$ cat src/pkg/tx_pulse_consts.vh
// Constants for the transmit pulse template access block
`ifndef TX_PULSE_CONSTS_VH
`define TX_PULSE_CONSTS_VH

// Register indices; byte address is four times the index
`define IDX_CH1_SCALE 6'h06
`define IDX_CH1_CMD 6'h07
`define IDX_CH1_DATA 6'h08
`define IDX_CH2_SCALE 6'h26
`define IDX_CH2_CMD 6'h27
`define IDX_CH2_DATA 6'h28

// Reset values
`define RST_SCALE 6'h21
`define RST_CMD 8'h00
`define RST_DATA 7'h00
`define RST_TEMPLATE 4'h0

// Command register fields
`define CMD_GO_BIT 7
`define CMD_DIR_BIT 6
`define CMD_UI_HI 5
`define CMD_UI_LO 4
`define CMD_SAMP_HI 3
`define CMD_SAMP_LO 0

// Amplitude scale field and template data field
`define SCALE_HI 5
`define DATA_HI 6

// Recommended scale values per line type
`define SCALE_T1_SHORT 6'h36
`define SCALE_DS1_M75 6'h11
`define SCALE_DS1_M150 6'h08
`define SCALE_DS1_M225 6'h04
`define SCALE_E1 6'h21

// Amplitude step per scale unit, in hundredths of a percent
`define STEP_T1_SHORT 12'd200
`define STEP_DS1_M75 12'd625
`define STEP_DS1_M150 12'd1250
`define STEP_DS1_M225 12'd2500
`define STEP_E1 12'd300

// Template select codes
`define SEL_E1_INT 4'h0
`define SEL_E1_EXT 4'h1
`define SEL_DS1_0DB 4'h8
`define SEL_DS1_M75 4'h9
`define SEL_DS1_M150 4'ha
`define SEL_DS1_M225 4'hb
`define SEL_USER_HI 2'h3

// AHB encodings
`define HTRANS_NONSEQ 2'h2
`define HTRANS_SEQ 2'h3

`endif

$ cat src/verilog/template_channel.v
// One channel: scale, command, data registers and the 64-entry template RAM
`timescale 1ns/10ps
`default_nettype none
`include "tx_pulse_consts.vh"

module template_channel (
   input wire clock,
   input wire rst,
   input wire wr_scale,
   input wire wr_cmd,
   input wire wr_data,
   input wire [7:0] wdata,
   input wire user_mode,
   input wire [5:0] shaper_index,
   output reg [5:0] scale_reg,
   output reg [7:0] cmd_reg,
   output reg [6:0] data_reg,
   output reg [6:0] shaper_sample_reg
);

   reg [6:0] ram [0:63];
   wire go;
   wire dir_read;
   wire [5:0] ram_index;
   integer i;

   assign go = cmd_reg[`CMD_GO_BIT];
   assign dir_read = cmd_reg[`CMD_DIR_BIT];
   // Unit interval times sixteen plus sample
   assign ram_index = {cmd_reg[`CMD_UI_HI:`CMD_UI_LO], cmd_reg[`CMD_SAMP_HI:`CMD_SAMP_LO]};

   ////////////////////////////////////////////////////////////////////////////
   always @(posedge clock or posedge rst) begin
      if (rst) begin
         scale_reg <= `RST_SCALE;
      end else if (wr_scale) begin
         scale_reg <= wdata[`SCALE_HI:0];
      end
   end

   // Access runs the cycle after go is written; go then clears itself
   always @(posedge clock or posedge rst) begin
      if (rst) begin
         cmd_reg <= `RST_CMD;
      end else if (wr_cmd) begin
         cmd_reg <= wdata;
      end else if (go) begin
         cmd_reg[`CMD_GO_BIT] <= 1'b0;
      end
   end

   // Read completion wins over a software write in the same cycle
   always @(posedge clock or posedge rst) begin
      if (rst) begin
         data_reg <= `RST_DATA;
      end else if (go && dir_read) begin
         data_reg <= ram[ram_index];
      end else if (wr_data) begin
         data_reg <= wdata[`DATA_HI:0];
      end
   end

   always @(posedge clock or posedge rst) begin
      if (rst) begin
         for (i = 0; i < 64; i = i + 1) begin
            ram[i] <= 7'h00;
         end
      end else if (go && !dir_read) begin
         ram[ram_index] <= data_reg;
      end
   end

   // Shaper sees the template only in user-programmable mode
   always @(posedge clock or posedge rst) begin
      if (rst) begin
         shaper_sample_reg <= 7'h00;
      end else begin
         shaper_sample_reg <= user_mode ? ram[shaper_index] : 7'h00;
      end
   end

endmodule // template_channel
`default_nettype wire

$ cat src/verilog/tx_pulse_template_access.v
// AHB-Lite register bank for two channels of transmit pulse template access
//
// Functional notes
// - Six-bit amplitude scale in bits 5..0, reset 100001, scales user pulse.
// - T1 short haul, J1, DS1 0 dB: recommend 110110, two percent per step.
// - DS1 -7.5 dB: recommend 010001, 6.25 percent per step.
// - DS1 -15 dB: recommend 001000, 12.5 percent per step.
// - DS1 -22.5 dB: recommend 000100, 25 percent per step.
// - E1 75 and 120 ohm: recommend 100001, three percent per step.
// - Writing one to go bit 7 starts the indirect template access.
// - Direction bit 6: zero writes the RAM, one reads it.
// - Bits 5..4 pick one of four unit intervals, 00 leftmost.
// - Bits 3..0 pick one of sixteen samples, 0000 leftmost.
// - Indirect write stores the seven-bit data field at the addressed sample.
// - Indirect read returns the addressed sample into the data field.
// - Each channel has its own registers: 06H-08H and 26H-28H.
`timescale 1ns/10ps
`default_nettype none
`include "tx_pulse_consts.vh"

module tx_pulse_template_access (
   input wire clock,
   input wire rst,
   // AHB-Lite slave
   input wire hsel,
   input wire [31:0] haddr,
   input wire [1:0] htrans,
   input wire hwrite,
   input wire [2:0] hsize,
   input wire [31:0] hwdata,
   input wire hready,
   output reg hreadyout,
   output reg hresp,
   output reg [31:0] hrdata,
   // Template selection from the transmit configuration
   input wire [3:0] template_select_ch1,
   input wire [3:0] template_select_ch2,
   // Waveform shaper side
   input wire [5:0] shaper_index_ch1,
   input wire [5:0] shaper_index_ch2,
   output reg [6:0] shaper_sample_ch1,
   output reg [6:0] shaper_sample_ch2,
   output reg [5:0] amplitude_scale_ch1,
   output reg [5:0] amplitude_scale_ch2,
   output reg [5:0] recommended_scale_ch1,
   output reg [5:0] recommended_scale_ch2,
   output reg [11:0] scale_step_ch1,
   output reg [11:0] scale_step_ch2
);

   ////////////////////////////////////////////////////////////////////////////
   // Bus state machine
   localparam [2:0] st_idle = 3'b001;
   localparam [2:0] st_write = 3'b010;
   localparam [2:0] st_read = 3'b100;

   reg [2:0] state_reg;
   reg [2:0] state_next;
   reg [5:0] index_reg;
   reg [5:0] index_next;
   reg [31:0] rdata_next;

   wire addr_phase;
   wire [5:0] addr_index;

   wire [5:0] scale_ch1;
   wire [5:0] scale_ch2;
   wire [7:0] cmd_ch1;
   wire [7:0] cmd_ch2;
   wire [6:0] data_ch1;
   wire [6:0] data_ch2;
   wire [6:0] sample_ch1;
   wire [6:0] sample_ch2;

   reg wr_scale_ch1;
   reg wr_cmd_ch1;
   reg wr_data_ch1;
   reg wr_scale_ch2;
   reg wr_cmd_ch2;
   reg wr_data_ch2;

   wire user_mode_ch1;
   wire user_mode_ch2;

   // Only whole-word transfers are expected; size is not checked
   assign addr_phase = hsel && hready && (htrans == `HTRANS_NONSEQ || htrans == `HTRANS_SEQ);
   assign addr_index = haddr[7:2];

   // Select codes 11xx enable the programmable template
   assign user_mode_ch1 = (template_select_ch1[3:2] == `SEL_USER_HI);
   assign user_mode_ch2 = (template_select_ch2[3:2] == `SEL_USER_HI);

   always @* begin
      state_next = state_reg;
      index_next = index_reg;
      case (state_reg)
         st_idle: begin
            if (addr_phase) begin
               index_next = addr_index;
               state_next = hwrite ? st_write : st_read;
            end
         end
         st_write: begin
            // Write data lands now; a pipelined next address is taken too
            if (addr_phase) begin
               index_next = addr_index;
               state_next = hwrite ? st_write : st_read;
            end else begin
               state_next = st_idle;
            end
         end
         st_read: begin
            // One wait cycle so reads see any write that just landed
            state_next = st_idle;
         end
         default: begin
            state_next = st_idle;
         end
      endcase
   end

   always @(posedge clock or posedge rst) begin
      if (rst) begin
         state_reg <= st_idle;
         index_reg <= 6'h00;
      end else begin
         state_reg <= state_next;
         index_reg <= index_next;
      end
   end

   ////////////////////////////////////////////////////////////////////////////
   // Write strobes, one per register per channel
   always @* begin
      wr_scale_ch1 = 1'b0;
      wr_cmd_ch1 = 1'b0;
      wr_data_ch1 = 1'b0;
      wr_scale_ch2 = 1'b0;
      wr_cmd_ch2 = 1'b0;
      wr_data_ch2 = 1'b0;
      if (state_reg == st_write) begin
         case (index_reg)
            `IDX_CH1_SCALE: wr_scale_ch1 = 1'b1;
            `IDX_CH1_CMD: wr_cmd_ch1 = 1'b1;
            `IDX_CH1_DATA: wr_data_ch1 = 1'b1;
            `IDX_CH2_SCALE: wr_scale_ch2 = 1'b1;
            `IDX_CH2_CMD: wr_cmd_ch2 = 1'b1;
            `IDX_CH2_DATA: wr_data_ch2 = 1'b1;
            default: wr_scale_ch1 = 1'b0;
         endcase
      end
   end

   ////////////////////////////////////////////////////////////////////////////
   // Read mux; reserved bits and unmapped words read as zero
   always @* begin
      rdata_next = 32'h0000_0000;
      case (index_reg)
         `IDX_CH1_SCALE: rdata_next = {26'h0000000, scale_ch1};
         `IDX_CH1_CMD: rdata_next = {24'h000000, cmd_ch1};
         `IDX_CH1_DATA: rdata_next = {25'h0000000, data_ch1};
         `IDX_CH2_SCALE: rdata_next = {26'h0000000, scale_ch2};
         `IDX_CH2_CMD: rdata_next = {24'h000000, cmd_ch2};
         `IDX_CH2_DATA: rdata_next = {25'h0000000, data_ch2};
         default: rdata_next = 32'h0000_0000;
      endcase
   end

   always @(posedge clock or posedge rst) begin
      if (rst) begin
         hrdata <= 32'h0000_0000;
         hreadyout <= 1'b1;
         hresp <= 1'b0;
      end else begin
         hresp <= 1'b0;
         if (state_reg == st_read) begin
            hrdata <= rdata_next;
            hreadyout <= 1'b1;
         end else if (state_next == st_read) begin
            hreadyout <= 1'b0;
         end else begin
            hreadyout <= 1'b1;
         end
      end
   end

   ////////////////////////////////////////////////////////////////////////////
   // Two independent channel copies
   template_channel u_channel1 (
      .clock(clock),
      .rst(rst),
      .wr_scale(wr_scale_ch1),
      .wr_cmd(wr_cmd_ch1),
      .wr_data(wr_data_ch1),
      .wdata(hwdata[7:0]),
      .user_mode(user_mode_ch1),
      .shaper_index(shaper_index_ch1),
      .scale_reg(scale_ch1),
      .cmd_reg(cmd_ch1),
      .data_reg(data_ch1),
      .shaper_sample_reg(sample_ch1)
   );

   template_channel u_channel2 (
      .clock(clock),
      .rst(rst),
      .wr_scale(wr_scale_ch2),
      .wr_cmd(wr_cmd_ch2),
      .wr_data(wr_data_ch2),
      .wdata(hwdata[7:0]),
      .user_mode(user_mode_ch2),
      .shaper_index(shaper_index_ch2),
      .scale_reg(scale_ch2),
      .cmd_reg(cmd_ch2),
      .data_reg(data_ch2),
      .shaper_sample_reg(sample_ch2)
   );

   ////////////////////////////////////////////////////////////////////////////
   // Recommended scale and step size per selected line type.
   // Advisory only: the active scale is always the software value, so a
   // user template can be tuned away from the suggestion.
   function [5:0] rec_scale;
      input [3:0] sel;
      begin
         case (sel)
            `SEL_E1_INT: rec_scale = `SCALE_E1;
            `SEL_E1_EXT: rec_scale = `SCALE_E1;
            `SEL_DS1_M75: rec_scale = `SCALE_DS1_M75;
            `SEL_DS1_M150: rec_scale = `SCALE_DS1_M150;
            `SEL_DS1_M225: rec_scale = `SCALE_DS1_M225;
            default: rec_scale = `SCALE_T1_SHORT;
         endcase
      end
   endfunction

   function [11:0] step_size;
      input [3:0] sel;
      begin
         case (sel)
            `SEL_E1_INT: step_size = `STEP_E1;
            `SEL_E1_EXT: step_size = `STEP_E1;
            `SEL_DS1_M75: step_size = `STEP_DS1_M75;
            `SEL_DS1_M150: step_size = `STEP_DS1_M150;
            `SEL_DS1_M225: step_size = `STEP_DS1_M225;
            default: step_size = `STEP_T1_SHORT;
         endcase
      end
   endfunction

   ////////////////////////////////////////////////////////////////////////////
   // Registered outputs toward the shaper
   always @(posedge clock or posedge rst) begin
      if (rst) begin
         shaper_sample_ch1 <= 7'h00;
         shaper_sample_ch2 <= 7'h00;
         amplitude_scale_ch1 <= `RST_SCALE;
         amplitude_scale_ch2 <= `RST_SCALE;
         recommended_scale_ch1 <= `SCALE_E1;
         recommended_scale_ch2 <= `SCALE_E1;
         scale_step_ch1 <= `STEP_E1;
         scale_step_ch2 <= `STEP_E1;
      end else begin
         shaper_sample_ch1 <= sample_ch1;
         shaper_sample_ch2 <= sample_ch2;
         amplitude_scale_ch1 <= scale_ch1;
         amplitude_scale_ch2 <= scale_ch2;
         recommended_scale_ch1 <= rec_scale(template_select_ch1);
         recommended_scale_ch2 <= rec_scale(template_select_ch2);
         scale_step_ch1 <= step_size(template_select_ch1);
         scale_step_ch2 <= step_size(template_select_ch2);
      end
   end

endmodule // tx_pulse_template_access
`default_nettype wire

$ cat config.mk
export PLATFORM = sky130hd
export DESIGN_NAME = tx_pulse_template_access
export DESIGN_NICKNAME = d
export VERILOG_FILES = /design/src/verilog/template_channel.v /design/src/verilog/tx_pulse_template_access.v
export VERILOG_INCLUDE_DIRS = /design/src /design/src/pkg
export SDC_FILE = /design/constraint.sdc
export NUM_CORES = 2
export LEC_CHECK = 0
export BUFFER_PORTS_ARGS = -buffer_cell sky130_fd_sc_hd__buf_2
export CAP_MARGIN = 20
export CELL_PAD_IN_SITES_DETAIL_PLACEMENT = 2
export CELL_PAD_IN_SITES_GLOBAL_PLACEMENT = 2
export CORE_AREA = 5 5 350 352
export DETAILED_ROUTE_END_ITERATION = 12
export DIE_AREA = 0 0 355 357
export PLACE_DENSITY_LB_ADDON = 0.1
export SLEW_MARGIN = 20
export SYNTH_ARGS = -nofsm -noshare
export SYNTH_HDL_FRONTEND = slang
export SYNTH_SLANG_ARGS = --single-unit
$ cat constraint.sdc
create_clock -name clock -period 39.7 [get_ports clock]
set_clock_uncertainty 0.1 [all_clocks]
set_input_delay 3.97 -clock clock [delete_from_list [all_inputs] [get_ports clock]]
set_output_delay 3.97 -clock clock [all_outputs]
set_load 0.05 [all_outputs]
==> flow_summary.yaml <==
run_status:
  status: "completed"
die:
  die_y_um: 357
  die_width_um: 355
  die_area_um2: 127000
  rows: 127
  coreArea_um2: 119000
  initial_core_util_pct: 44.6
  io_pins: 190
final_layout:
  layout.nets: 3969
  layout_common_cells: "dfrtp_1, mux2_2, mux4_2"
  design_area_um2: 58800
  top_regs: "u_channel1.ram x448, u_channel2.ram x448"
  area.growth.synth_to_final_pct: 10.7
  drive_above_1_share_pct: 45.1
  final_common_cell: "dfrtp_1"
drt:
  drt-total-wl_um: 204000
  ant_nets: 0
  drc: 0
  wire_per_inst_um: 36.9
  dr.pass1.iters: 6
  vias_per_cell: 6.65
  initialDrtViolationCount: 2992
  vias: 36700
hold_path:
  hold-path-cell-count: 0
  whs_endpoint: "shaper_sample_ch1[0]"
  hp-class: "reg2reg"
  holdCritStartpoint: "u_channel1.shaper_sample_reg[0]"
placement:
  port_buffers: 110
  dpl-instance-area_um2: 54800
  gp_congestion: 0.859
  dpl.hpwl_um: 133000
global_route:
  grt_max_degree: 175
  antenna_found_initial: 7
  grtUsageTotal_pct: 31.9
  grt_pass1_wl_um: 298000
  grt_pass1_vias: 40700
  overflow: 0
cts:
  clkSlewWorstSetupHoldPaths_ns: 0.06
  clock-sinks: 1020
  root_buffer: "clkbuf_16"
  cts_buffers: 116
  postCtsHoldBufs: 0
  clock_latency_ns: 0.74
  clockBufferDepth: 3
  htree_levels: 3
  cts_tree: "done"
  cts_resized: 0
  post_cts.repair.setup_buffers: 0
flow_run:
  max_cap_viol_count: 0
synth:
  netlist_instances: 3883
  yosysUniqueCellTypes: 67
  yosysWarnings: 0
  synth_area_um2: 53100
  ys_seq_area_share_pct: 48.1
  synth-seq-cells: 1020
  syn_avg_cell_area_um2: 13.7
  async_flop_share_pct: 100
  synth_flop_cell: "dfrtp_1"
  synth_edf_count: 0
pwr:
  power.leakage_nw: 26.8
  ir_drop_v: 0.0000413
  power_density_nw_per_um2: 40.4
timing:
  rsz0062_at_grt: "false"
  timing.final.crit_share_pct: 18.7
  setup_viol: 0
  maxSlewViolCount: 0
  fmax_mhz: 135
  min_period_ns: 7.43
  finalHoldViolations: 0
  worst_pin_slew_ns: 1.17
  worst_slew_margin_rel_pct: 21.6
  fin_tns_setup_ns: 0
worst_setup_path:
  required_ns: 40.27
  crit_fanout: 134
  rrSetupSlack_ns: 34.63
  start_kind: "input port"
  r2r-end: "u_channel2.data_reg[5]"
  setup.worst_path.class: "in2async"
  cp-end-kind: "asynchronous set/reset pin"
  r2r-start: "u_channel2.cmd_reg[2]"
  cp_data_arrival_time_ns: 8.00
  rr_worst_depth: 9
## worst max path at each step
stage,from,endpoint,slack (ns),cells past startpoint
after floorplan,rst,amplitude_scale_ch1[1],6.96,1
after CTS,rst,u_channel1.ram[50],31.69,6
after global routing,rst,u_channel1.data_reg[3],31.54,6
after detailed placement,rst,u_channel1.ram[227],30.90,6
final,rst,u_channel1.data_reg[3],32.27,6
after global placement,rst,u_channel1.ram[227],31.19,6
## per-layer routing
| layer | global-route usage [%] | part of all wire (%) |
|---|---|---|
| met1 | 40.3 | 39 |
| met2 | 53.3 | 49 |
| met3 | 5.04 | 5.2 |
| met4 | 17.3 | 6.4 |
| met5 | 0 | 0.021 |
## kinds of logic after synthesis
kind of cell | synth area share, %
buf+inv | 3.37
mux | 36.5
simple gates | 4.76
flops | 48.1
xor+xnor | 0.0165
compound gates | 7.21
other cells | 0.00706
## synth_stat cells (all sizes together), types with 6 or more instances
| library cell | number | share of area (%) |
|---|---|---|
| a22oi | 51 | 0.72 |
| or3 | 7 | 0.082 |
| and2 | 12 | 0.14 |
| a22o | 22 | 0.36 |
| o21ai | 181 | 1.7 |
| a221oi | 102 | 1.7 |
| inv | 23 | 0.16 |
| nor3 | 11 | 0.16 |
| clkbuf | 169 | 1.2 |
| o22ai | 68 | 0.80 |
| nand3 | 15 | 0.15 |
| nand3b | 7 | 0.099 |
| a21oi | 71 | 0.67 |
| mux4 | 337 | 14 |
| nor2 | 164 | 1.5 |
| dfrtp | 1002 | 47 |
| nor2b | 21 | 0.25 |
| mux2 | 909 | 19 |
| mux2i | 157 | 3.0 |
| a211oi | 16 | 0.23 |
| and3 | 7 | 0.082 |
| dfstp | 18 | 0.89 |
| nor4 | 6 | 0.071 |
| o221ai | 15 | 0.25 |
| nand2 | 238 | 1.9 |
| nand2b | 8 | 0.094 |
| buf | 177 | 2.0 |
| a221o | 13 | 0.25 |
## through the flow
stage / cells / setup slack (ns) / util, % / power, mW / hold WS, ns
global placement: 5305 / 31.19 / 46.0 / 1.26 / 0.238
global route: 5521 / 31.54 / 49.4 / 2.45 / 0.265
finish: 5522 / 32.27 / 49.4 / 2.37 / 0.249
CTS: 5521 / 31.69 / 49.4 / 2.39 / 0.251
floorplan: 3907 / 6.96 / - / 1.20 / 0.231
detailed placement: 5305 / 30.90 / 46.0 / 1.26 / 0.238
## cell type report
type                       count  area (um2)
clock inverter                36         408
tap                         1548        1940
sequential                  1020       25600
clock buffer                 180        3570
antenna                        1        2.50
fill                       11000       60200
inverter                      25         101
timing repair buffer         196        1260
multi-input combinational   2516       25900
## critical path, cell delays in order
cell and delay (ns):
buf_2 0.13, inv_8 0.58, buf_4 0.80, buf_4 0.79
buf_6 0.67, buf_4 0.85
## report_power, final
group	internal, mW	leakage, nW	switching [mW]
clock	0.671	1.98	0.456
combinational	0.0438	10.8	0.136
sequential	1.05	14.0	0.0179
total	1.76	26.8	0.610
No activity file was read; power rests on OpenSTA's default activity.
